==> src/verilog/rt_pkg.sv <==
package rt_pkg;
  // Response windows in hundredths of the printed unit (microseconds)
  localparam int CLK_NS          = 10;
  localparam int RESP_A_MIN_X100 = 425;
  localparam int RESP_A_MAX_X100 = 575;
  localparam int RESP_B_MIN_X100 = 925;
  localparam int RESP_B_MAX_X100 = 1000;
  localparam int RESP_A_MIN_CYC  = (RESP_A_MIN_X100 * 10 + CLK_NS - 1) / CLK_NS;
  localparam int RESP_A_MAX_CYC  = (RESP_A_MAX_X100 * 10) / CLK_NS;
  localparam int RESP_B_MIN_CYC  = (RESP_B_MIN_X100 * 10 + CLK_NS - 1) / CLK_NS;
  localparam int RESP_B_MAX_CYC  = (RESP_B_MAX_X100 * 10) / CLK_NS;
  // Aim at the middle of each window
  localparam int RESP_A_CYC = (RESP_A_MIN_CYC + RESP_A_MAX_CYC) / 2;
  localparam int RESP_B_CYC = (RESP_B_MIN_CYC + RESP_B_MAX_CYC) / 2;
  localparam int ADDR_SETTLE_CYC = 2;
  localparam int STROBE_CYC      = 4;

  localparam logic [7:0] REG_CTRL      = 8'h00;
  localparam logic [7:0] REG_OPSTAT    = 8'h04;
  localparam logic [7:0] REG_STOP_TEST = 8'h08;
  localparam logic [7:0] REG_DATA_BASE = 8'h0c;
  localparam logic [7:0] REG_CMD_PTR   = 8'h10;
  localparam logic [7:0] REG_MC_PTR    = 8'h14;
  localparam logic [7:0] REG_LAST_CMD  = 8'h18;

  localparam int OPS_TEST_BIT    = 0;
  localparam int OPS_OVERRUN_BIT = 1;
  localparam int OPS_MSGERR_BIT  = 2;
  localparam int OPS_SHUT_A_BIT  = 3;
  localparam int OPS_SHUT_B_BIT  = 4;
  localparam int OPS_INHIBIT_BIT = 5;
  localparam int OPS_PARITY_BIT  = 12;
  localparam int CTRL_TEST_BIT   = 0;

  localparam logic [4:0] SA_MODE_LO      = 5'h00;
  localparam logic [4:0] SA_MODE_HI      = 5'h1f;
  localparam logic [4:0] MC_DYN_BUS      = 5'h00;
  localparam logic [4:0] MC_TX_SHUT      = 5'h04;
  localparam logic [4:0] MC_OVR_TX_SHUT  = 5'h05;
  localparam logic [4:0] MC_INH_FLAG     = 5'h06;
  localparam logic [4:0] MC_OVR_INH_FLAG = 5'h07;
  localparam logic [4:0] MC_RSV1_LO      = 5'h09;
  localparam logic [4:0] MC_RSV1_HI      = 5'h0f;
  localparam logic [4:0] MC_DATA_LO      = 5'h10;
  localparam logic [4:0] MC_SYNC_DATA    = 5'h11;
  localparam logic [4:0] MC_LAST_CMD     = 5'h12;
  localparam logic [4:0] MC_SEL_SHUT     = 5'h14;
  localparam logic [4:0] MC_OVR_SEL_SHUT = 5'h15;
  localparam logic [4:0] MC_RSV2_LO      = 5'h16;
  localparam logic [5:0] WC_FULL         = 6'h20;

  typedef struct packed {
    logic [4:0] rt_addr;
    logic       tx;
    logic [4:0] sa;
    logic [4:0] wc;
  } cmd_s;

  typedef struct packed {
    logic [15:0] addr;
    logic [15:0] data;
    logic        write;
  } dma_job_s;

  typedef struct packed {
    logic [4:0] rt_addr;
    logic       msg_err;
    logic       term_flag;
  } status_s;
endpackage

==> src/verilog/rt_mode_dma.sv <==
// Functional notes
// - Revision B flags extra receive data words; revision A does not check.
// - Revision A status starts 4.25 to 5.75 after command parity midbit.
// - Revision B status starts 9.25 to 10 after command parity midbit.
// - Revision B: code 0 and reserved codes set message error, no action.
// - Codes 1, 2, 3, 8 send status and store command only.
// - Codes 4 to 7 act internally even when externally illegalized.
// - Codes 16,17,19,20,21 store command and move one data word.
// - Code 18 updates held last command instead of storing it.
// - Selected shutdown holds a channel off until override arrives.
// - Terminal address read continuously from static pins.
// - Bad address parity ignores commands and sets status bit 12.
// - Transmit requests DMA when buffer empties; late grant is overrun.
// - Transmit keeps requesting per word until count done or error.
// - Receive requests DMA per validated word; late grant is overrun.
// - On grant with permit, drive address, then address valid.
// - Write strobe for receive, read strobe for transmit ends access.
// - Pending ungranted request drops on command, error or stop write.
// - Protocol select 1 gives revision A, 0 gives revision B.
// - External illegal input sets message error; auto actions still run.
//
// The strobed register port and the register offsets were left to the implementer.
module rt_mode_dma #(
  parameter int LAT_CYC = 0
) (
  input  wire logic            clk,
  input  wire logic            rstn,
  input  wire logic            protocol_rev_select,
  input  wire logic            illegal_command_in,
  input  wire logic [4:0]      term_addr_pins,
  input  wire logic            term_addr_parity_in,
  input  wire logic            addr_parity_check_en,
  input  wire logic            term_fault_in,
  input  wire logic            cmd_valid,
  input  wire rt_pkg::cmd_s    cmd_word,
  input  wire logic            cmd_chan,
  input  wire logic            rx_word_valid,
  input  wire logic [15:0]     rx_word,
  input  wire logic            tx_word_done,
  input  wire logic            dma_gnt,
  input  wire logic            dma_permit,
  input  wire logic [15:0]     mem_rdata,
  input  wire logic [7:0]      reg_addr,
  input  wire logic [15:0]     reg_wdata,
  input  wire logic            reg_wr,
  input  wire logic            reg_rd,
  output logic [15:0]          reg_rdata,
  output logic                 status_start,
  output rt_pkg::status_s      status_word,
  output logic                 tx_word_valid,
  output logic [15:0]          tx_word,
  output logic [1:0]           chan_tx_enable,
  output logic                 addr_parity_fault_flag,
  output logic                 dma_req,
  output logic [15:0]          mem_addr,
  output logic                 mem_addr_oe,
  output logic [15:0]          mem_wdata,
  output logic                 mem_data_oe,
  output logic                 addr_valid_strobe,
  output logic                 mem_read_strobe,
  output logic                 mem_write_strobe
);
  //////////////////////////////////////////////////////////////////////////
  // Pin synchronisers
  logic [10:0] pin_meta, pin_sync;
  always_ff @(posedge clk or negedge rstn) begin
    if (!rstn) begin
      pin_meta <= 11'h000;
      pin_sync <= 11'h000;
    end else begin
      pin_meta <= {dma_permit, dma_gnt, addr_parity_check_en,
                   term_addr_parity_in, term_addr_pins,
                   illegal_command_in, protocol_rev_select};
      pin_sync <= pin_meta;
    end
  end

  logic       rev_a, ill_s, par_en, par_in, gnt_s, permit_s, parity_bad;
  logic [4:0] my_addr;
  assign rev_a    = pin_sync[0];
  assign ill_s    = pin_sync[1];
  assign my_addr  = pin_sync[6:2];
  assign par_in   = pin_sync[7];
  assign par_en   = pin_sync[8];
  assign gnt_s    = pin_sync[9];
  assign permit_s = pin_sync[10];
  assign parity_bad = par_en && !(^{my_addr, par_in});

  //////////////////////////////////////////////////////////////////////////
  // Submodules
  logic             dma_busy, dma_done, fire, abort;
  logic [15:0]      dma_rd_word;
  logic             job_valid, timer_start;
  rt_pkg::dma_job_s job;

  resp_timer #(.LAT_CYC(LAT_CYC)) u_timer (
    .clk   (clk),
    .rstn  (rstn),
    .start (timer_start),
    .rev_a (rev_a),
    .fire  (fire)
  );

  dma_seq u_dma (
    .clk               (clk),
    .rstn              (rstn),
    .job_valid         (job_valid),
    .job               (job),
    .abort             (abort),
    .gnt               (gnt_s),
    .permit            (permit_s),
    .mem_rdata         (mem_rdata),
    .busy              (dma_busy),
    .done              (dma_done),
    .rd_word           (dma_rd_word),
    .dma_req           (dma_req),
    .mem_addr          (mem_addr),
    .mem_addr_oe       (mem_addr_oe),
    .mem_wdata         (mem_wdata),
    .mem_data_oe       (mem_data_oe),
    .addr_valid_strobe (addr_valid_strobe),
    .mem_read_strobe   (mem_read_strobe),
    .mem_write_strobe  (mem_write_strobe)
  );

  //////////////////////////////////////////////////////////////////////////
  // Message sequencer and registers
  typedef enum logic [1:0] {M_IDLE, M_RX, M_RESP, M_TX} msg_e;

  msg_e         st, next_st;
  rt_pkg::cmd_s cmd, next_cmd;
  logic [5:0]   total, next_total, count, next_count;
  logic         tx_dir, next_tx_dir, msg_err, next_msg_err;
  logic         buf_full, next_buf_full;
  logic [15:0]  next_tx_word, last_cmd, next_last_cmd;
  logic [1:0]   shut, next_shut, sel_off, next_sel_off;
  logic         inhibit, next_inhibit, test_act, next_test_act;
  logic         ovr_flag, next_ovr_flag, err_flag, next_err_flag;
  logic         par_flag, next_par_flag;
  logic [15:0]  data_base, next_data_base, cmd_ptr, next_cmd_ptr;
  logic [15:0]  mc_ptr, next_mc_ptr, next_reg_rdata, operational_status_reg;
  logic         next_job_valid, next_status_start, next_timer_start;
  rt_pkg::dma_job_s next_job;
  rt_pkg::status_s  next_status_word;
  logic         accept, is_mc, illegal_b, mc_data, mc_rx, cur_mc;
  logic         overrun_ev, msgerr_ev, stop_wr, busy_any, rd_clr;
  logic [4:0]   mc;
  logic [15:0]  data_addr;

  assign mc       = cmd_word.wc;
  assign is_mc    = cmd_word.sa == rt_pkg::SA_MODE_LO ||
                    cmd_word.sa == rt_pkg::SA_MODE_HI;
  assign accept   = cmd_valid && !parity_bad &&
                    cmd_word.rt_addr == my_addr;
  assign illegal_b = !rev_a && (mc == rt_pkg::MC_DYN_BUS ||
                     (mc >= rt_pkg::MC_RSV1_LO && mc <= rt_pkg::MC_RSV1_HI) ||
                     mc >= rt_pkg::MC_RSV2_LO);
  assign mc_data  = mc >= rt_pkg::MC_DATA_LO && mc < rt_pkg::MC_RSV2_LO;
  assign mc_rx    = mc == rt_pkg::MC_SYNC_DATA || mc == rt_pkg::MC_SEL_SHUT ||
                    mc == rt_pkg::MC_OVR_SEL_SHUT;
  assign busy_any = dma_busy || job_valid;
  assign stop_wr  = reg_wr && reg_addr == rt_pkg::REG_STOP_TEST;
  assign rd_clr   = reg_rd && reg_addr == rt_pkg::REG_OPSTAT;
  // Held command is a mode code, so its low field is a code, not a count
  assign cur_mc   = cmd.sa == rt_pkg::SA_MODE_LO ||
                    cmd.sa == rt_pkg::SA_MODE_HI;
  // Mode data words sit in a 16-word table, ordinary data per subaddress
  assign data_addr = cur_mc ? mc_ptr + {12'h000, cmd.wc[3:0]} :
                     data_base + {6'h00, cmd.sa, count[4:0]};

  always_comb begin
    operational_status_reg = 16'h0000;
    operational_status_reg[rt_pkg::OPS_TEST_BIT]    = test_act;
    operational_status_reg[rt_pkg::OPS_OVERRUN_BIT] = ovr_flag;
    operational_status_reg[rt_pkg::OPS_MSGERR_BIT]  = err_flag;
    operational_status_reg[rt_pkg::OPS_SHUT_A_BIT]  = !chan_tx_enable[0];
    operational_status_reg[rt_pkg::OPS_SHUT_B_BIT]  = !chan_tx_enable[1];
    operational_status_reg[rt_pkg::OPS_INHIBIT_BIT] = inhibit;
    operational_status_reg[rt_pkg::OPS_PARITY_BIT]  = par_flag;
  end

  always_comb begin
    next_st = st;  next_cmd = cmd;  next_total = total;  next_count = count;
    next_tx_dir = tx_dir;  next_msg_err = msg_err;  next_buf_full = buf_full;
    next_tx_word = tx_word;  next_last_cmd = last_cmd;  next_shut = shut;
    next_sel_off = sel_off;  next_inhibit = inhibit;
    next_job_valid = 1'b0;  next_job = job;  next_timer_start = 1'b0;
    next_status_start = 1'b0;  next_status_word = status_word;
    overrun_ev = 1'b0;  msgerr_ev = 1'b0;
    case (st)
      M_RX: begin
        if (rx_word_valid) begin
          if (busy_any) begin
            overrun_ev = 1'b1;
          end else begin
            next_job_valid = 1'b1;
            next_job   = '{addr: data_addr, data: rx_word, write: 1'b1};
            next_count = count + 6'h01;
            if (cur_mc && cmd.wc == rt_pkg::MC_SEL_SHUT) begin
              next_sel_off[rx_word[0]] = 1'b1;
            end else if (cur_mc && cmd.wc == rt_pkg::MC_OVR_SEL_SHUT) begin
              next_sel_off[rx_word[0]] = 1'b0;
            end
            if (count + 6'h01 == total) begin
              next_st = M_RESP;
              next_timer_start = 1'b1;
            end
          end
        end
      end
      M_RESP: begin
        if (rx_word_valid && !tx_dir && !rev_a) begin
          msgerr_ev = 1'b1;
        end else if (fire) begin
          next_status_start = 1'b1;
          next_status_word = '{rt_addr: my_addr,
                               msg_err: msg_err || ill_s,
                               term_flag: term_fault_in && !inhibit};
          next_st = (tx_dir && total != 6'h00) ? M_TX : M_IDLE;
        end
      end
      M_TX: begin
        if (tx_word_done) begin
          if (!buf_full) begin
            overrun_ev = 1'b1;
          end else begin
            next_buf_full = 1'b0;
            next_count = count + 6'h01;
            if (count + 6'h01 == total) next_st = M_IDLE;
          end
        end
      end
      default: ;
    endcase
    // Prefetch while waiting to respond, then refill per word
    if (((st == M_RESP && tx_dir) || st == M_TX) && !buf_full &&
        !busy_any && !dma_done && count != total) begin
      next_job_valid = 1'b1;
      next_job = '{addr: data_addr, data: 16'h0000, write: 1'b0};
    end
    if (dma_done && !job.write) begin
      next_buf_full = 1'b1;
      next_tx_word  = dma_rd_word;
    end
    if (overrun_ev || msgerr_ev) begin
      next_st = M_IDLE;
      next_buf_full = 1'b0;
    end
    if (accept) begin
      next_cmd = cmd_word;
      next_count = 6'h00;
      next_msg_err = is_mc && illegal_b;
      next_buf_full = 1'b0;
      next_tx_dir = is_mc ? !mc_rx : cmd_word.tx;
      next_total = is_mc ? ((mc_data && !illegal_b) ? 6'h01 : 6'h00) :
                   (cmd_word.wc == 5'h00 ? rt_pkg::WC_FULL :
                    {1'b0, cmd_word.wc});
      if (is_mc && mc == rt_pkg::MC_LAST_CMD) begin
        next_last_cmd = cmd_word;
      end else begin
        next_job_valid = 1'b1;
        next_job = '{addr: cmd_ptr, data: cmd_word, write: 1'b1};
      end
      if (is_mc) begin
        case (mc)
          rt_pkg::MC_TX_SHUT:      next_shut[!cmd_chan] = 1'b1;
          rt_pkg::MC_OVR_TX_SHUT:  next_shut[!cmd_chan] = 1'b0;
          rt_pkg::MC_INH_FLAG:     next_inhibit = 1'b1;
          rt_pkg::MC_OVR_INH_FLAG: next_inhibit = 1'b0;
          default: ;
        endcase
      end
      if (!next_tx_dir && next_total != 6'h00) begin
        next_st = M_RX;
      end else begin
        next_st = M_RESP;
        next_timer_start = 1'b1;
      end
    end
  end

  // A pending request is dropped on any of the four terminating events
  assign abort = accept || overrun_ev || msgerr_ev || stop_wr;

  always_comb begin
    next_data_base = data_base;
    next_cmd_ptr   = cmd_ptr;
    next_mc_ptr    = mc_ptr;
    next_test_act  = test_act;
    next_reg_rdata = 16'h0000;
    if (reg_wr) begin
      case (reg_addr)
        rt_pkg::REG_CTRL:
          if (reg_wdata[rt_pkg::CTRL_TEST_BIT]) next_test_act = 1'b1;
        rt_pkg::REG_STOP_TEST: next_test_act = 1'b0;
        rt_pkg::REG_DATA_BASE: next_data_base = reg_wdata;
        rt_pkg::REG_CMD_PTR:   next_cmd_ptr = reg_wdata;
        rt_pkg::REG_MC_PTR:    next_mc_ptr = reg_wdata;
        default: ;
      endcase
    end
    if (reg_rd) begin
      case (reg_addr)
        rt_pkg::REG_OPSTAT:    next_reg_rdata = operational_status_reg;
        rt_pkg::REG_DATA_BASE: next_reg_rdata = data_base;
        rt_pkg::REG_CMD_PTR:   next_reg_rdata = cmd_ptr;
        rt_pkg::REG_MC_PTR:    next_reg_rdata = mc_ptr;
        rt_pkg::REG_LAST_CMD:  next_reg_rdata = last_cmd;
        default:               next_reg_rdata = 16'h0000;
      endcase
    end
    // Sticky flags: a new event in the read cycle survives the clear
    next_ovr_flag = (ovr_flag && !rd_clr) || overrun_ev;
    next_err_flag = (err_flag && !rd_clr) || msgerr_ev || overrun_ev;
    next_par_flag = (par_flag && !rd_clr) || parity_bad;
  end

  always_ff @(posedge clk or negedge rstn) begin
    if (!rstn) begin
      st <= M_IDLE;  cmd <= '0;  total <= 6'h00;  count <= 6'h00;
      tx_dir <= 1'b0;  msg_err <= 1'b0;  buf_full <= 1'b0;
      tx_word <= 16'h0000;  tx_word_valid <= 1'b0;  last_cmd <= 16'h0000;
      shut <= 2'b00;  sel_off <= 2'b00;  inhibit <= 1'b0;
      chan_tx_enable <= 2'b11;  job_valid <= 1'b0;  job <= '0;
      timer_start <= 1'b0;  status_start <= 1'b0;  status_word <= '0;
      test_act <= 1'b0;  ovr_flag <= 1'b0;  err_flag <= 1'b0;
      par_flag <= 1'b0;  addr_parity_fault_flag <= 1'b0;
      data_base <= 16'h0000;  cmd_ptr <= 16'h0000;  mc_ptr <= 16'h0000;
      reg_rdata <= 16'h0000;
    end else begin
      st <= next_st;  cmd <= next_cmd;  total <= next_total;
      count <= next_count;  tx_dir <= next_tx_dir;  msg_err <= next_msg_err;
      buf_full <= next_buf_full;  tx_word <= next_tx_word;
      tx_word_valid <= next_buf_full;  last_cmd <= next_last_cmd;
      shut <= next_shut;  sel_off <= next_sel_off;  inhibit <= next_inhibit;
      chan_tx_enable <= ~(next_shut | next_sel_off);
      job_valid <= next_job_valid;  job <= next_job;
      timer_start <= next_timer_start;  status_start <= next_status_start;
      status_word <= next_status_word;  test_act <= next_test_act;
      ovr_flag <= next_ovr_flag;  err_flag <= next_err_flag;
      par_flag <= next_par_flag;  addr_parity_fault_flag <= parity_bad;
      data_base <= next_data_base;  cmd_ptr <= next_cmd_ptr;
      mc_ptr <= next_mc_ptr;  reg_rdata <= next_reg_rdata;
    end
  end
endmodule

==> src/verilog/resp_timer.sv <==
module resp_timer #(
  parameter int LAT_CYC = 0
) (
  input  wire logic clk,
  input  wire logic rstn,
  input  wire logic start,
  input  wire logic rev_a,
  output logic      fire
);
  localparam logic [15:0] LOAD_A = 16'(rt_pkg::RESP_A_CYC - LAT_CYC);
  localparam logic [15:0] LOAD_B = 16'(rt_pkg::RESP_B_CYC - LAT_CYC);

  logic [15:0] cnt;
  logic [15:0] next_cnt;
  logic        next_fire;

  always_comb begin
    next_cnt  = cnt;
    next_fire = 1'b0;
    if (start) begin
      next_cnt = rev_a ? LOAD_A : LOAD_B;
    end else if (cnt != 16'h0000) begin
      next_cnt  = cnt - 16'h0001;
      next_fire = (cnt == 16'h0001);
    end
  end

  always_ff @(posedge clk or negedge rstn) begin
    if (!rstn) begin
      cnt  <= 16'h0000;
      fire <= 1'b0;
    end else begin
      cnt  <= next_cnt;
      fire <= next_fire;
    end
  end
endmodule

==> src/verilog/dma_seq.sv <==
module dma_seq (
  input  wire logic             clk,
  input  wire logic             rstn,
  input  wire logic             job_valid,
  input  wire rt_pkg::dma_job_s job,
  input  wire logic             abort,
  input  wire logic             gnt,
  input  wire logic             permit,
  input  wire logic [15:0]      mem_rdata,
  output logic                  busy,
  output logic                  done,
  output logic [15:0]           rd_word,
  output logic                  dma_req,
  output logic [15:0]           mem_addr,
  output logic                  mem_addr_oe,
  output logic [15:0]           mem_wdata,
  output logic                  mem_data_oe,
  output logic                  addr_valid_strobe,
  output logic                  mem_read_strobe,
  output logic                  mem_write_strobe
);
  typedef enum logic [2:0] {S_IDLE, S_REQ, S_ADDR, S_STROBE} seq_e;

  seq_e        st, next_st;
  logic [2:0]  cnt, next_cnt;
  logic [15:0] rd_meta, rd_sync;
  rt_pkg::dma_job_s cur, next_cur;
  logic        next_done;
  logic [15:0] next_rd_word;

  always_comb begin
    next_st      = st;
    next_cnt     = cnt;
    next_cur     = cur;
    next_done    = 1'b0;
    next_rd_word = rd_word;
    case (st)
      S_IDLE: begin
        if (job_valid) begin
          next_cur = job;
          next_st  = S_REQ;
        end
      end
      S_REQ: begin
        if (abort) begin
          next_st = S_IDLE;
        end else if (gnt && permit) begin
          next_st  = S_ADDR;
          next_cnt = 3'(rt_pkg::ADDR_SETTLE_CYC);
        end
      end
      S_ADDR: begin
        next_cnt = cnt - 3'h1;
        if (cnt == 3'h1) begin
          next_st  = S_STROBE;
          next_cnt = 3'(rt_pkg::STROBE_CYC);
        end
      end
      S_STROBE: begin
        next_cnt = cnt - 3'h1;
        if (cnt == 3'h1) begin
          // Strobe drop ends the access; read data sampled here
          next_st      = S_IDLE;
          next_done    = 1'b1;
          next_rd_word = rd_sync;
        end
      end
      default: next_st = S_IDLE;
    endcase
  end

  always_ff @(posedge clk or negedge rstn) begin
    if (!rstn) begin
      st                <= S_IDLE;
      cnt               <= 3'h0;
      cur               <= '0;
      done              <= 1'b0;
      rd_word           <= 16'h0000;
      rd_meta           <= 16'h0000;
      rd_sync           <= 16'h0000;
      busy              <= 1'b0;
      dma_req           <= 1'b0;
      mem_addr          <= 16'h0000;
      mem_addr_oe       <= 1'b0;
      mem_wdata         <= 16'h0000;
      mem_data_oe       <= 1'b0;
      addr_valid_strobe <= 1'b0;
      mem_read_strobe   <= 1'b0;
      mem_write_strobe  <= 1'b0;
    end else begin
      st                <= next_st;
      cnt               <= next_cnt;
      cur               <= next_cur;
      done              <= next_done;
      rd_word           <= next_rd_word;
      rd_meta           <= mem_rdata;
      rd_sync           <= rd_meta;
      busy              <= next_st != S_IDLE;
      dma_req           <= next_st == S_REQ;
      mem_addr          <= next_cur.addr;
      mem_addr_oe       <= next_st == S_ADDR || next_st == S_STROBE;
      mem_wdata         <= next_cur.data;
      mem_data_oe       <= next_st == S_STROBE && next_cur.write;
      addr_valid_strobe <= next_st == S_STROBE;
      mem_read_strobe   <= next_st == S_STROBE && !next_cur.write;
      mem_write_strobe  <= next_st == S_STROBE && next_cur.write;
    end
  end
endmodule

==> config.mk <==
export PLATFORM = sky130hd
export DESIGN_NAME = rt_mode_dma
export DESIGN_NICKNAME = d
export VERILOG_FILES = /design/src/verilog/rt_pkg.sv /design/src/verilog/rt_mode_dma.sv /design/src/verilog/resp_timer.sv /design/src/verilog/dma_seq.sv
export SDC_FILE = /design/constraint.sdc
export NUM_CORES = 1
export LEC_CHECK = 0
export BUFFER_PORTS_ARGS = -buffer_cell sky130_fd_sc_hd__buf_2
export CORE_ASPECT_RATIO = 1.4
export CORE_MARGIN = 3
export CORE_UTILIZATION = 35
export DETAILED_ROUTE_END_ITERATION = 10
export PLACE_DENSITY_LB_ADDON = 0.1
export SLEW_MARGIN = 20
export SYNTH_ARGS = -nofsm -noshare
export SYNTH_HDL_FRONTEND = slang
export SYNTH_HIERARCHICAL = 1
export SYNTH_SLANG_ARGS = --single-unit
export TNS_END_PERCENT = 20
==> constraint.sdc <==
create_clock -name clk -period 2.9 [get_ports clk]
set_input_delay 0.87 -clock clk [delete_from_list [all_inputs] [get_ports clk]]
set_output_delay 0.87 -clock clk [all_outputs]
set_load 0.02 [all_outputs]
== After elaboration in Yosys (flattened, before gate mapping) ==
Cells that the tools add are included.
W data, S select, Z words.
Cells by class
  multipliers: 0
  bitwise operators: 9
  add/subtract/negate cells: 5
  equality and inequality tests: 47
  magnitude comparators: 9
  divide/modulo/power cells: 0
  shift-type cells: 0
  reduce and logical (&&, ||, !) cells: 98
  multiplexer cells: 93
Operators by type and width (count)
  $mux W33: 6
  $pmux W16 S5: 1
  $mux W16: 4
  $mux W6: 7
  $eq A5 B5 Y1 const B: 8
  $mux W2: 19
  $mux W1: 37
  $logic_and A1 B1 Y1: 32
  $eq A8 B5 Y1 const B: 3
  $mux W3: 8
  $eq A5 B3 Y1 const B: 4
  $logic_or A1 B1 Y1: 18
  $logic_not A1 Y1: 17
  $add A16 B10 Y16: 1
  $add A16 B4 Y16: 1
  $eq A16 B1 Y1 const B: 1
  $eq A8 B4 Y1 const B: 2
  $ne A4 B3 Y1 const B: 4
  $reduce_bool A16 Y1: 1
  $sub A16 B1 Y16 const B: 1
  $logic_not A5 Y1: 3
  $reduce_and A2 Y1: 7
  $eq A3 B2 Y1 const B: 4
  $ne A3 B3 Y1 const B: 4
  other kinds (42): 68
Word-level totals
  bits in read-only memories: 0
  RAM bits: 0
  bits in latches: 0
  memories kept: 0
  output and inout port bits: 82
  word-level logic and storage cells: 312
  flip-flop bits (word level): 311

== Logic depth before layout (Yosys ltp) ==
Gate-level depths: netlist (run 1).
  word-level depth: 13
  gate-level depth with buffers: 9

== By module ==
Netlist (run 1), hierarchy kept.
Modules (own cells, without submodules)
  rt_mode_dma: times used 1, cells an instance 903, sequential area each 5007.3 um2, area each 9942.0 um2
  dma_seq: times used 1, cells an instance 217, sequential area each 2352.3 um2, area each 3490.8 um2
  resp_timer: times used 1, cells an instance 99, sequential area each 425.4 um2, area each 980.9 um2

== Worst setup path after synthesis (run 1) ==
Ideal clock, no wire load.
  path type: input to register
  start: in reg_addr[0]
  end: reg mc_ptr[10]
  setup slack: 0.178 ns
  data arrival time: 2.597 ns
  stages: 6
  data required time: 2.775 ns
  path through: or4_4 -> nor3b_4 -> and3_1 -> buf_4 -> buf_4 -> mux2_2
Between the ends
  word-level cells in the longest chain between the ends: 2
RTL lines
  start, declared: line rt_mode_dma.sv:43  | input wire logic [7:0] reg_addr,
  $eq A8 B5 Y1: line rt_mode_dma.sv:292  | case (reg_addr)
  $reduce_and A2 Y1 (no line)
  end signal, assigned: line rt_mode_dma.sv:343  | mc_ptr <= next_mc_ptr; reg_rdata <= next_reg_rdata;
  end, declared: line rt_mode_dma.sv:141  | logic [15:0] mc_ptr, next_mc_ptr, next_reg_rdata, operational_status_reg;
Every way passes these cells.
A chain may end at the register's enable or synchronous reset.

== Worst setup path in the final report (run 1) ==
  start: reg u_dma.busy
  end: reg u_dma.st[0]
Between the ends
  word-level cells in the longest chain between the ends: 9
RTL lines
  start, declared: line dma_seq.sv:10  | output logic busy,
  start signal, assigned: line dma_seq.sv:81  | busy <= 1'b0;
  start signal, assigned: line dma_seq.sv:98  | busy <= next_st != S_IDLE;
  $logic_or A1 B1 Y1: line rt_mode_dma.sv:161  | assign busy_any = dma_busy || job_valid;
  $mux W1: line rt_mode_dma.sv:193  | if (busy_any) begin
  $mux W1: line rt_mode_dma.sv:192  | if (rx_word_valid) begin
  $pmux W1 S2: line rt_mode_dma.sv:190  | case (st)
  $logic_or A1 B1 Y1 (3 in a row): line rt_mode_dma.sv:283  | assign abort = accept || overrun_ev || msgerr_ev || stop_wr;
  named net abort: line rt_mode_dma.sv:91  | logic dma_busy, dma_done, fire, abort;
  $mux W3: line dma_seq.sv:45  | if (abort) begin
  $pmux W3 S4: line dma_seq.sv:37  | case (st)
  named net u_dma.next_st[0]: line dma_seq.sv:24  | seq_e st, next_st;
  end signal, assigned: line dma_seq.sv:91  | st <= next_st;
  end, declared: line dma_seq.sv:24
The timed path passes the listed nets, and every way through them passes these cells.

==> impl_summary.txt, run 1 <==
----------------------------------------------------
[Job]
  Number of maximum-capacitance constraint violations ... 0

[Clock tree]
  CTS root buffer ... sky130_fd_sc_hd__clkbuf_16
  Number of buffers inserted for hold repair after clock tree synthesis ... 0
  Cts bufs inserted ... 36
  Clock insertion delay at the later pin of the skew report ... ~0.55 ns
  CTS tree ... built
  Worst-path clk slew ... around 0.060 ns
  Clock tree sinks ... around 310
  Clock H-tree levels ... 2
  Bufs on Longest Clock Path ... 3
  Count of instances resized after the clock tree is built ... 0
  Number of post-CTS setup repair buffers ... 0

[Synth]
  Post-Syn Area ... 14,400 um2
  Yosys reg bits ... a little over 300
  Fraction of registers with async set/reset ... 100%
  Number of enable-type register cells in the synthesized netlist ... 0
  Instance count of the mapped netlist ... 1,219
  Synth Area per Inst ... about 12 um2
  Synthesized netlist net count ... 1,332
  Yosys synthesis warning count ... 6
  Sequential area share after synthesis ... between 50% and 60%
  Prevailing post-synth register cell ... sky130_fd_sc_hd__dfrtp_1
  Distinct cells, synth ... 90

[STA]
  Final Setup Violations ... 0
  Max Transition Viols Final ... 0
  Max-Slew Margin vs Limit ... 51.6%
  Post-route worst hold slack ... approximately 0.21 ns
  Worst Max-Slew Pin Slew ... 0.726 ns
  TNS Setup ... 0 ns
  Final hold violation count ... 0
  Skew final ... 0.0249 ns
  Setup repair after global routing missed its margin ... false
  Maximum achievable frequency ... about 370 MHz
  Fin crit period ... 2.69 ns
  Share of the cycle needed by the critical path after routing ... about 90%

[Layout]
  Fin cells ... about 1,900
  Ant. Diodes ... 0
  Area growth syn-to-layout ... 18.0%
  Proportion of layout cells with a drive suffix above 1 ... roughly a third
  Final core utilization ... between 40 and 50%
  Net count reported at finish ... 1,499

[Drt]
  # DRC ... 0
  Total wire length after detailed routing ... 41.9 mm
  Detailed router's first-iteration violation count ... 581
  Avg WL per Cell ... ~22 um
  First-pass iteration count of the detailed router ... 6
  Vias per Instance ... between 5 and 6
  Count of vias placed by the detailed router ... roughly 10,000
  Count of nets left with antenna violations after detail routing ... 0

[Global route]
  Global routing's busiest layer ... met2
  Pin count of the biggest net entering global routing ... 74
  Total routing resource utilization after global routing ... 19.3%
  Via count of the first global-routing pass ... approximately 11,000
  Congestion Overflow GR ... 0
  Grt met2 use ... 35.5%
  Number of antenna violations at the first check in global routing ... 3
  Met1 Resource Use GR ... approximately 22%
  Global-route met3 utilization ... under 10%
  Global-route wire length before repair ... around 64 mm

[Pwr]
  Pwr per Cell Area ... between 700 and 800 nW/um2
  Design Power ... 13.5 mW
  Leakage power of the design ... 8.09 nW
  Worst supply voltage drop on vdd ... roughly 0.4 mV

[Worst setup path]
  Worst path required time ... 3.36 ns
  Class of the most critical setup path ... reg -> reg
  Maximum fanout along the worst path ... 4
  Kind of capture point of the worst setup path ... register
  CP startpoint kind ... register
  Worst reg-to-reg setup slack ... approximately 0.21 ns
  Worst EP arrival ... ~3.2 ns

[Floorplanning]
  Number of core rows ... 87
  Die outline area ... roughly 44,000 um2
  Height of the die ... between 200 and 250 um
  DIE WIDTH ... between 150 and 200 um
  Initial cell density of the core ... 35.6%
  Core Box Area ... around 40,000 um2
  Number of primary I/O pins ... 174

[Placed design]
  Number of instances in the placed design ... about 1,900
  Final weighted congestion in routability-driven placement ... 0.870
  DP Wirelength ... around 31 mm
  Number of port buffers ... approximately 170

[Worst hold path]
  Worst min-delay path class ... in -> async

[Run status]
  Result of the run ... completed

----------------------------------------------------
-- worst max-delay path: stages (launching register included) --
cell and delay, ns:
sky130_fd_sc_hd__dfrtp_1 0.42, sky130_fd_sc_hd__nor2_1 0.35, sky130_fd_sc_hd__o21ai_0 0.24, sky130_fd_sc_hd__a32oi_1 0.29, sky130_fd_sc_hd__nand2b_1 0.13, sky130_fd_sc_hd__a21o_1 0.25, sky130_fd_sc_hd__nor4b_1 0.60, sky130_fd_sc_hd__a21o_2 0.23
sky130_fd_sc_hd__o21bai_1 0.10
-- cell usage after synthesis, types with 12 or more instances --
| library cell | n | area (um2) |
|---|---|---|
| sky130_fd_sc_hd__xnor2_1 | 26 | 228 |
| sky130_fd_sc_hd__ha_1 | 19 | 238 |
| sky130_fd_sc_hd__a22oi_1 | 19 | 143 |
| sky130_fd_sc_hd__nor3_1 | 16 | 80.1 |
| sky130_fd_sc_hd__o211ai_1 | 12 | 90.1 |
| sky130_fd_sc_hd__buf_2 | 14 | 70.1 |
| sky130_fd_sc_hd__nand3_1 | 33 | 165 |
| sky130_fd_sc_hd__nand4_1 | 15 | 93.8 |
| sky130_fd_sc_hd__xor2_1 | 16 | 140 |
| sky130_fd_sc_hd__mux2_2 | 131 | 1480 |
| sky130_fd_sc_hd__mux2_1 | 13 | 146 |
| sky130_fd_sc_hd__a21oi_1 | 32 | 160 |
| sky130_fd_sc_hd__nand2_1 | 91 | 342 |
| sky130_fd_sc_hd__buf_4 | 39 | 293 |
| sky130_fd_sc_hd__nor2b_1 | 13 | 81.3 |
| sky130_fd_sc_hd__clkbuf_1 | 24 | 90.1 |
| sky130_fd_sc_hd__nor2_1 | 68 | 255 |
| sky130_fd_sc_hd__dfrtp_1 | 309 | 7730 |
| sky130_fd_sc_hd__inv_1 | 33 | 124 |
| sky130_fd_sc_hd__o21ai_0 | 58 | 290 |
| sky130_fd_sc_hd__o31ai_2 | 15 | 188 |
| sky130_fd_sc_hd__mux2i_1 | 38 | 380 |
-- layout make-up --
cell class | count | area, um2
repair buffers | 217 | 1310
well taps | 534 | 668
inverters | 33 | 124
multi-input cells | 787 | 5970
clock buffers | 49 | 1010
clock inverters | 15 | 149
flip-flops and latches | 311 | 7780
fillers | 3925 | 23500
-- metrics by stage --
step	worst slack, ns	area, um2
2_1_floorplan	0.178	14400
3_3_place_gp	0.0278	15800
3_5_place_dp	0.00779	15800
4_1_cts	0.209	17000
5_1_grt	0.0366	17000
6_report	0.211	17000
-- layer usage --
| metal | vias up | part of all wire [%] |
|---|---|---|
| met1 | 5055 | 39 |
| met5 | - | 0.076 |
| met4 | 4 | 4.4 |
| met2 | 202 | 53 |
| li1 | 4673 | - |
| met3 | 83 | 3.2 |
-- cells in the final DEF (no fill, tap or decap), drive strengths merged, types with 7 or more instances in the layout --
cell / n
nor2b: 13
nor3: 17
a22oi: 19
inv: 35
nand3: 34
nor2: 70
and2: 10
xor2: 16
buf: 217
ha: 19
a21oi: 33
a211oi: 10
nand2b: 7
mux2i: 39
nand2: 95
o31ai: 24
and3: 10
clkbuf: 49
or4: 9
clkinv: 9
xnor2: 26
mux2: 146
a31oi: 7
dfrtp: 309
a21o: 10
o211ai: 13
nand4: 15
o21ai: 62
-- power breakdown --
group	total, mW	switching (mW)	internal (mW)
Clock	4.43	1.87	2.56
Sequential	5.83	0.702	5.13
Combinational	3.26	1.85	1.41
-- kinds of logic (layout without fill, tap and decap cells) --
kind of cell	Yosys count	count (layout)	synth area share (%)
AO/OA/AOI/OAI	216	216	10.5
XOR/XNOR	43	43	2.71
multiplexers	185	185	14.3
flip-flops	311	311	54.0
other	1	1	0.0260
adder cells (fa/ha/maj)	21	21	1.93
AND/OR/NAND/NOR	321	321	11.9
buffers and inverters	121	314	4.66
-- flip-flops by register name (all words and copies together) (netlist names), 16 cells and up --
name           count
data_base         16
u_dma/cur         33
u_dma/rd_word     16
cmd_ptr           16
tx_word           16
u_timer/cnt       16
reg_rdata         16
last_cmd          16
u_dma/rd_sync     16
u_dma/rd_meta     16
job               33
mc_ptr            16
-- path summary, 6_finish.rpt --
| kind | to | start | cells past startpoint |
|---|---|---|---|
| worst min-delay path | status_start$_DFF_PN0_ | rstn | 1 |
| worst max-delay path | u_dma/st[0]$_DFF_PN0_ | u_dma/busy$_DFF_PN0_ | 8 |
| min in group clk | pin_sync[7]$_DFF_PN0_ | pin_meta[7]$_DFF_PN0_ | 0 |
| worst max register to register | u_dma/st[0]$_DFF_PN0_ | u_dma/busy$_DFF_PN0_ | 8 |
| worst min register to register | pin_sync[7]$_DFF_PN0_ | pin_meta[7]$_DFF_PN0_ | 0 |
| max in group asynchronous | u_dma/rd_meta[9]$_DFF_PN0_ | rstn | 2 |
Note: power is estimated with default switching activity, not from simulation.
==> run 2, diff against run 1 <==
--- a/config.mk
+++ b/config.mk
@@ -10,3 +10,3 @@
 export CORE_MARGIN = 3
-export CORE_UTILIZATION = 35
+export CORE_UTILIZATION = 40
 export DETAILED_ROUTE_END_ITERATION = 10
@@ -16,3 +16,2 @@
 export SYNTH_HDL_FRONTEND = slang
-export SYNTH_HIERARCHICAL = 1
 export SYNTH_SLANG_ARGS = --single-unit
==> constraint.sdc (replaced) <==
create_clock -name clk -period 2.9 [get_ports clk]
set_input_delay 0.29 -clock clk [delete_from_list [all_inputs] [get_ports clk]]
set_output_delay 0.29 -clock clk [all_outputs]
set_load 0.02 [all_outputs]
==> run 2 against run 1 <==
  * Power decreased by 7.5%
  * Clock power decreased by 7.2%
  * Cell count down 5.3%
  * Largest power group unchanged
==> impl_summary.txt, run 2 <==
----------------------------------------------------
[Clock tree]
  Clock tree sinks ... 311 (unchanged)
  CTS root buffer ... sky130_fd_sc_hd__clkbuf_16
  Cts bufs inserted ... 34 (-5.6%)
  CTS tree ... built
  Bufs on Longest Clock Path ... 3 (unchanged)
  Clock insertion delay at the later pin of the skew report ... 0.52 ns (-0.03 ns)
  Number of buffers inserted for hold repair after clock tree synthesis ... 30 (+30)
  Count of instances resized after the clock tree is built ... 0 (unchanged)
  Number of post-CTS setup repair buffers ... 0 (unchanged)
  Worst-path clk slew ... 0.06 ns (about the same)
  Clock H-tree levels ... 2 (unchanged)

[Synth]
  Instance count of the mapped netlist ... 1,175 (-3.6%)
  Yosys reg bits ... 311 (unchanged)
  Top post-synthesis cells by count ... sky130_fd_sc_hd__dfrtp_1 (309), sky130_fd_sc_hd__nand2_1 (141), sky130_fd_sc_hd__mux2_2 (134)
  Fraction of registers with async set/reset ... 100% (unchanged)
  Yosys synthesis warning count ... 0 (-6)
  Sequential area share after synthesis ... 56.1% (+2.1 points)
  Most numerous cell in the Yosys netlist ... sky130_fd_sc_hd__dfrtp_1
  Biggest area contributors in the synthesized netlist ... sky130_fd_sc_hd__dfrtp_1 (56%), sky130_fd_sc_hd__mux2_2 (11%), sky130_fd_sc_hd__nand2_1 (3.8%)
  Largest area contributor in the netlist ... sky130_fd_sc_hd__dfrtp_1
  Prevailing post-synth register cell ... sky130_fd_sc_hd__dfrtp_1
  Synthesized netlist net count ... 1,288 (-3.3%)
  Post-Syn Area ... 13,900 um2 (-3.7%)
  Distinct cells, synth ... 81 (-10%)
  Number of enable-type register cells in the synthesized netlist ... 0 (unchanged)
  Area share of the leading cell type in the synthesized netlist ... 55.7% (+2.1 points)
  Synth Area per Inst ... 11.8 um2 (-0.15%)

[Layout]
  Proportion of layout cells with a drive suffix above 1 ... 30.2% (-2.2 points)
  Area growth syn-to-layout ... 19.1%
  Ant. Diodes ... 0 (unchanged)
  Most common cell after layout, fill and taps aside ... sky130_fd_sc_hd__dfrtp_1
  Flip-flop count of the largest register, all copies and words added ... 33
  Most frequent cells in the layout ... sky130_fd_sc_hd__dfrtp_1 (309), sky130_fd_sc_hd__buf_2 (172), sky130_fd_sc_hd__nand2_1 (141)
  Register ranked first by flip-flop count ... job
  Net count reported at finish ... 1,482 (-1.1%)
  Final core utilization ... 48.4% (+6.4 points)

[STA]
  Worst Max-Slew Pin Slew ... 0.807 ns (+0.0805 ns)
  Max-Slew Margin vs Limit ... 45.7% (-5.8 points)
  Final hold violation count ... 0 (unchanged)
  Setup repair after global routing missed its margin ... false
  TNS Setup ... 0 ns (unchanged)
  Max Transition Viols Final ... 0 (unchanged)
  Final Setup Violations ... 0 (unchanged)
  Share of the cycle needed by the critical path after routing ... 89.4% (-3.3 points)
  Fin crit period ... 2.59 ns (-0.0961 ns)
  Maximum achievable frequency ... 386 MHz (+3.7%)
  Skew final ... 0.0200 ns (-0.00485 ns)

[Floorplanning]
  Height of the die ... 226 um (-8.0%)
  Core Box Area ... 34,100 um2 (-16%)
  DIE WIDTH ... 163 um (-8.0%)
  Number of primary I/O pins ... 174 (unchanged)
  Die outline area ... 37,000 um2 (-15%)
  Number of core rows ... 80 (-8.0%)
  Initial cell density of the core ... 40.6% (+5.1 points)

[Drt]
  Count of nets left with antenna violations after detail routing ... 0 (unchanged)
  Avg WL per Cell ... 20.6 um (-4.3%)
  # DRC ... 0 (unchanged)
  Total wire length after detailed routing ... 38.0 mm (-9.4%)
  First-pass iteration count of the detailed router ... 7 (+1)
  Vias per Instance ... 5.26 (+2.2%)
  Detailed router's first-iteration violation count ... 559 (-3.8%)
  Count of vias placed by the detailed router ... 9,691 (-3.3%)

[Pwr]
  Sequential fraction of design power ... 44.9% (+1.8 points)
  Share of total power in combinational logic ... 22.3% (-1.8 points)
  Switching share of power ... 31.0% (-1.6 points)
  Power spent charging and discharging nets ... 3.89 mW (-12%)
  Leakage power of the design ... 7.96 nW (-1.5%)
  Part of the power in the clock network ... 32.8% (about the same)
  Cell internal power dissipation ... 8.63 mW (-5.2%)
  Worst supply voltage drop on vdd ... 0.432 mV (+8.2%)
  Pwr per Cell Area ... 757 nW/um2 (-4.8%)

[Placed design]
  DP Wirelength ... 27.8 mm (-10%)
  Number of port buffers ... 173 (unchanged)
  Final weighted congestion in routability-driven placement ... 0.867 (-0.38%)

[Global route]
  Via count of the first global-routing pass ... 10,100 (-3.5%)
  Global-route wire length before repair ... 58.7 mm (-8.7%)
  Total routing resource utilization after global routing ... 20.9% (+1.5 points)
  Number of antenna violations at the first check in global routing ... 0 (-3)
  Pin count of the biggest net entering global routing ... 69 (-6.8%)
  Congestion Overflow GR ... 0 (unchanged)

[Worst hold path]
  Worst min-delay path class ... in -> reg

[Worst setup path]
  Series of cell instances along the critical path ... ha_1 > fa_1 > a211oi_1 > o21ai_0 > a21bo_2 > nand2_1 > xor2_1 > nand3_1 > a22o_1
  CP startpoint kind ... register
  Critical path origin ... count[0]$_DFFE_PN0P_
  Critical-path top delay cell ... sky130_fd_sc_hd__dfrtp_1
  Endpoint of the worst register-to-register path ... job[29]$_DFF_PN0_
  Stages on worst setup path ... 9 (+1)
  Class of the most critical setup path ... reg -> reg
  Highest cell delay on the worst timing path ... 0.46 ns (-0.14 ns)
  Number of buffers and inverters on the critical path ... 0 (unchanged)
  Worst reg-to-reg setup slack ... 0.31 ns (+0.10 ns)
  Worst EP arrival ... 3.01 ns (-0.14 ns)
  R2r startpoint ... count[0]$_DFFE_PN0P_
  Maximum fanout along the worst path ... 6 (+2)
  Cell family with most CP delay ... compound AO/OA/AOI/OAI gates
  Depth of the worst register-to-register path ... 9 (+1)
  Setup crit end ... job[29]$_DFF_PN0_
  Kind of capture point of the worst setup path ... register
  Worst path required time ... 3.31 ns (-0.05 ns)

[Run status]
  Result of the run ... completed

[Job]
  Number of maximum-capacitance constraint violations ... 0 (unchanged)

----------------------------------------------------
## run 2: tightest hold or removal path, cell delays in order
cell and delay, ns:
sky130_fd_sc_hd__buf_2 0.11, sky130_fd_sc_hd__nand2_1 0.05, sky130_fd_sc_hd__nand2_1 0.06
## run 2: logic make-up after synthesis
family	share of synthesized area [%]
muxes	13.2
xor gates and xnor gates	3.70
DFF	56.1
and+or+nand+nor	11.9
adders and majority gates	2.00
other	0.0270
AOI/OAI and AO/OA	9.15
buffers and inverters	3.84
## run 2: worst min-delay path by stage
stage                                        to  depth (start not counted)  slack, ns         start
6_report                     cmd[5]$_DFFE_PN0N_                          3       0.03   cmd_word[5]
5_1_grt                data_base[9]$_DFFE_PN0P_                          2       0.02  reg_wdata[9]
4_1_cts                      cmd[5]$_DFFE_PN0N_                          3     0.0009   cmd_word[5]
3_5_place_dp        u_timer.cnt[12]$_DFFE_PN0P_                          1       0.25          rstn
3_3_place_gp        u_timer.cnt[11]$_DFFE_PN0P_                          1       0.25          rstn
2_1_floorplan  addr_parity_fault_flag$_DFF_PN0_                          0     -0.006          rstn
## run 2: cell type report
cell class	count	area (um2)
repair buffers	238	1500
flip-flops and latches	311	7780
fillers	3157	17600
clock inverters	8	63.8
clock buffers	51	995
well taps	451	564
multi-input cells	772	5570
inverters	12	45.0
## run 2: metal layers
metal	vias to the layer above	wire length [um]	global-route usage (%)
met4	0	1600	8.63
met5	-	0	0
met1	4892	14400	23.9
li1	4524	-	-
met2	210	20600	38.8
met3	65	1310	2.83
## run 2: per-stage QoR
step                      power (mW)  cells  setup WS, ns  hold WS, ns  area [um2]
after floorplan                 7.66   1175         0.545     -0.00559       13900
after global placement          8.45   1754         0.304        0.254       15200
after detailed placement        8.50   1754         0.319        0.250       15200
after CTS                       12.7   1843         0.309     0.000898       16500
after global routing            13.3   1843         0.128       0.0155       16500
final                           12.5   1843         0.307       0.0271       16500
## run 2: power groups by stage
stage	Clock [mW]	Sequential, mW	Combinational (mW)
CTS	4.25	5.63	2.84
detailed placement	0	5.70	2.79
global route	4.41	5.72	3.14
global placement	0	5.69	2.76
finish	4.11	5.62	2.79
floorplan	0	5.47	2.19
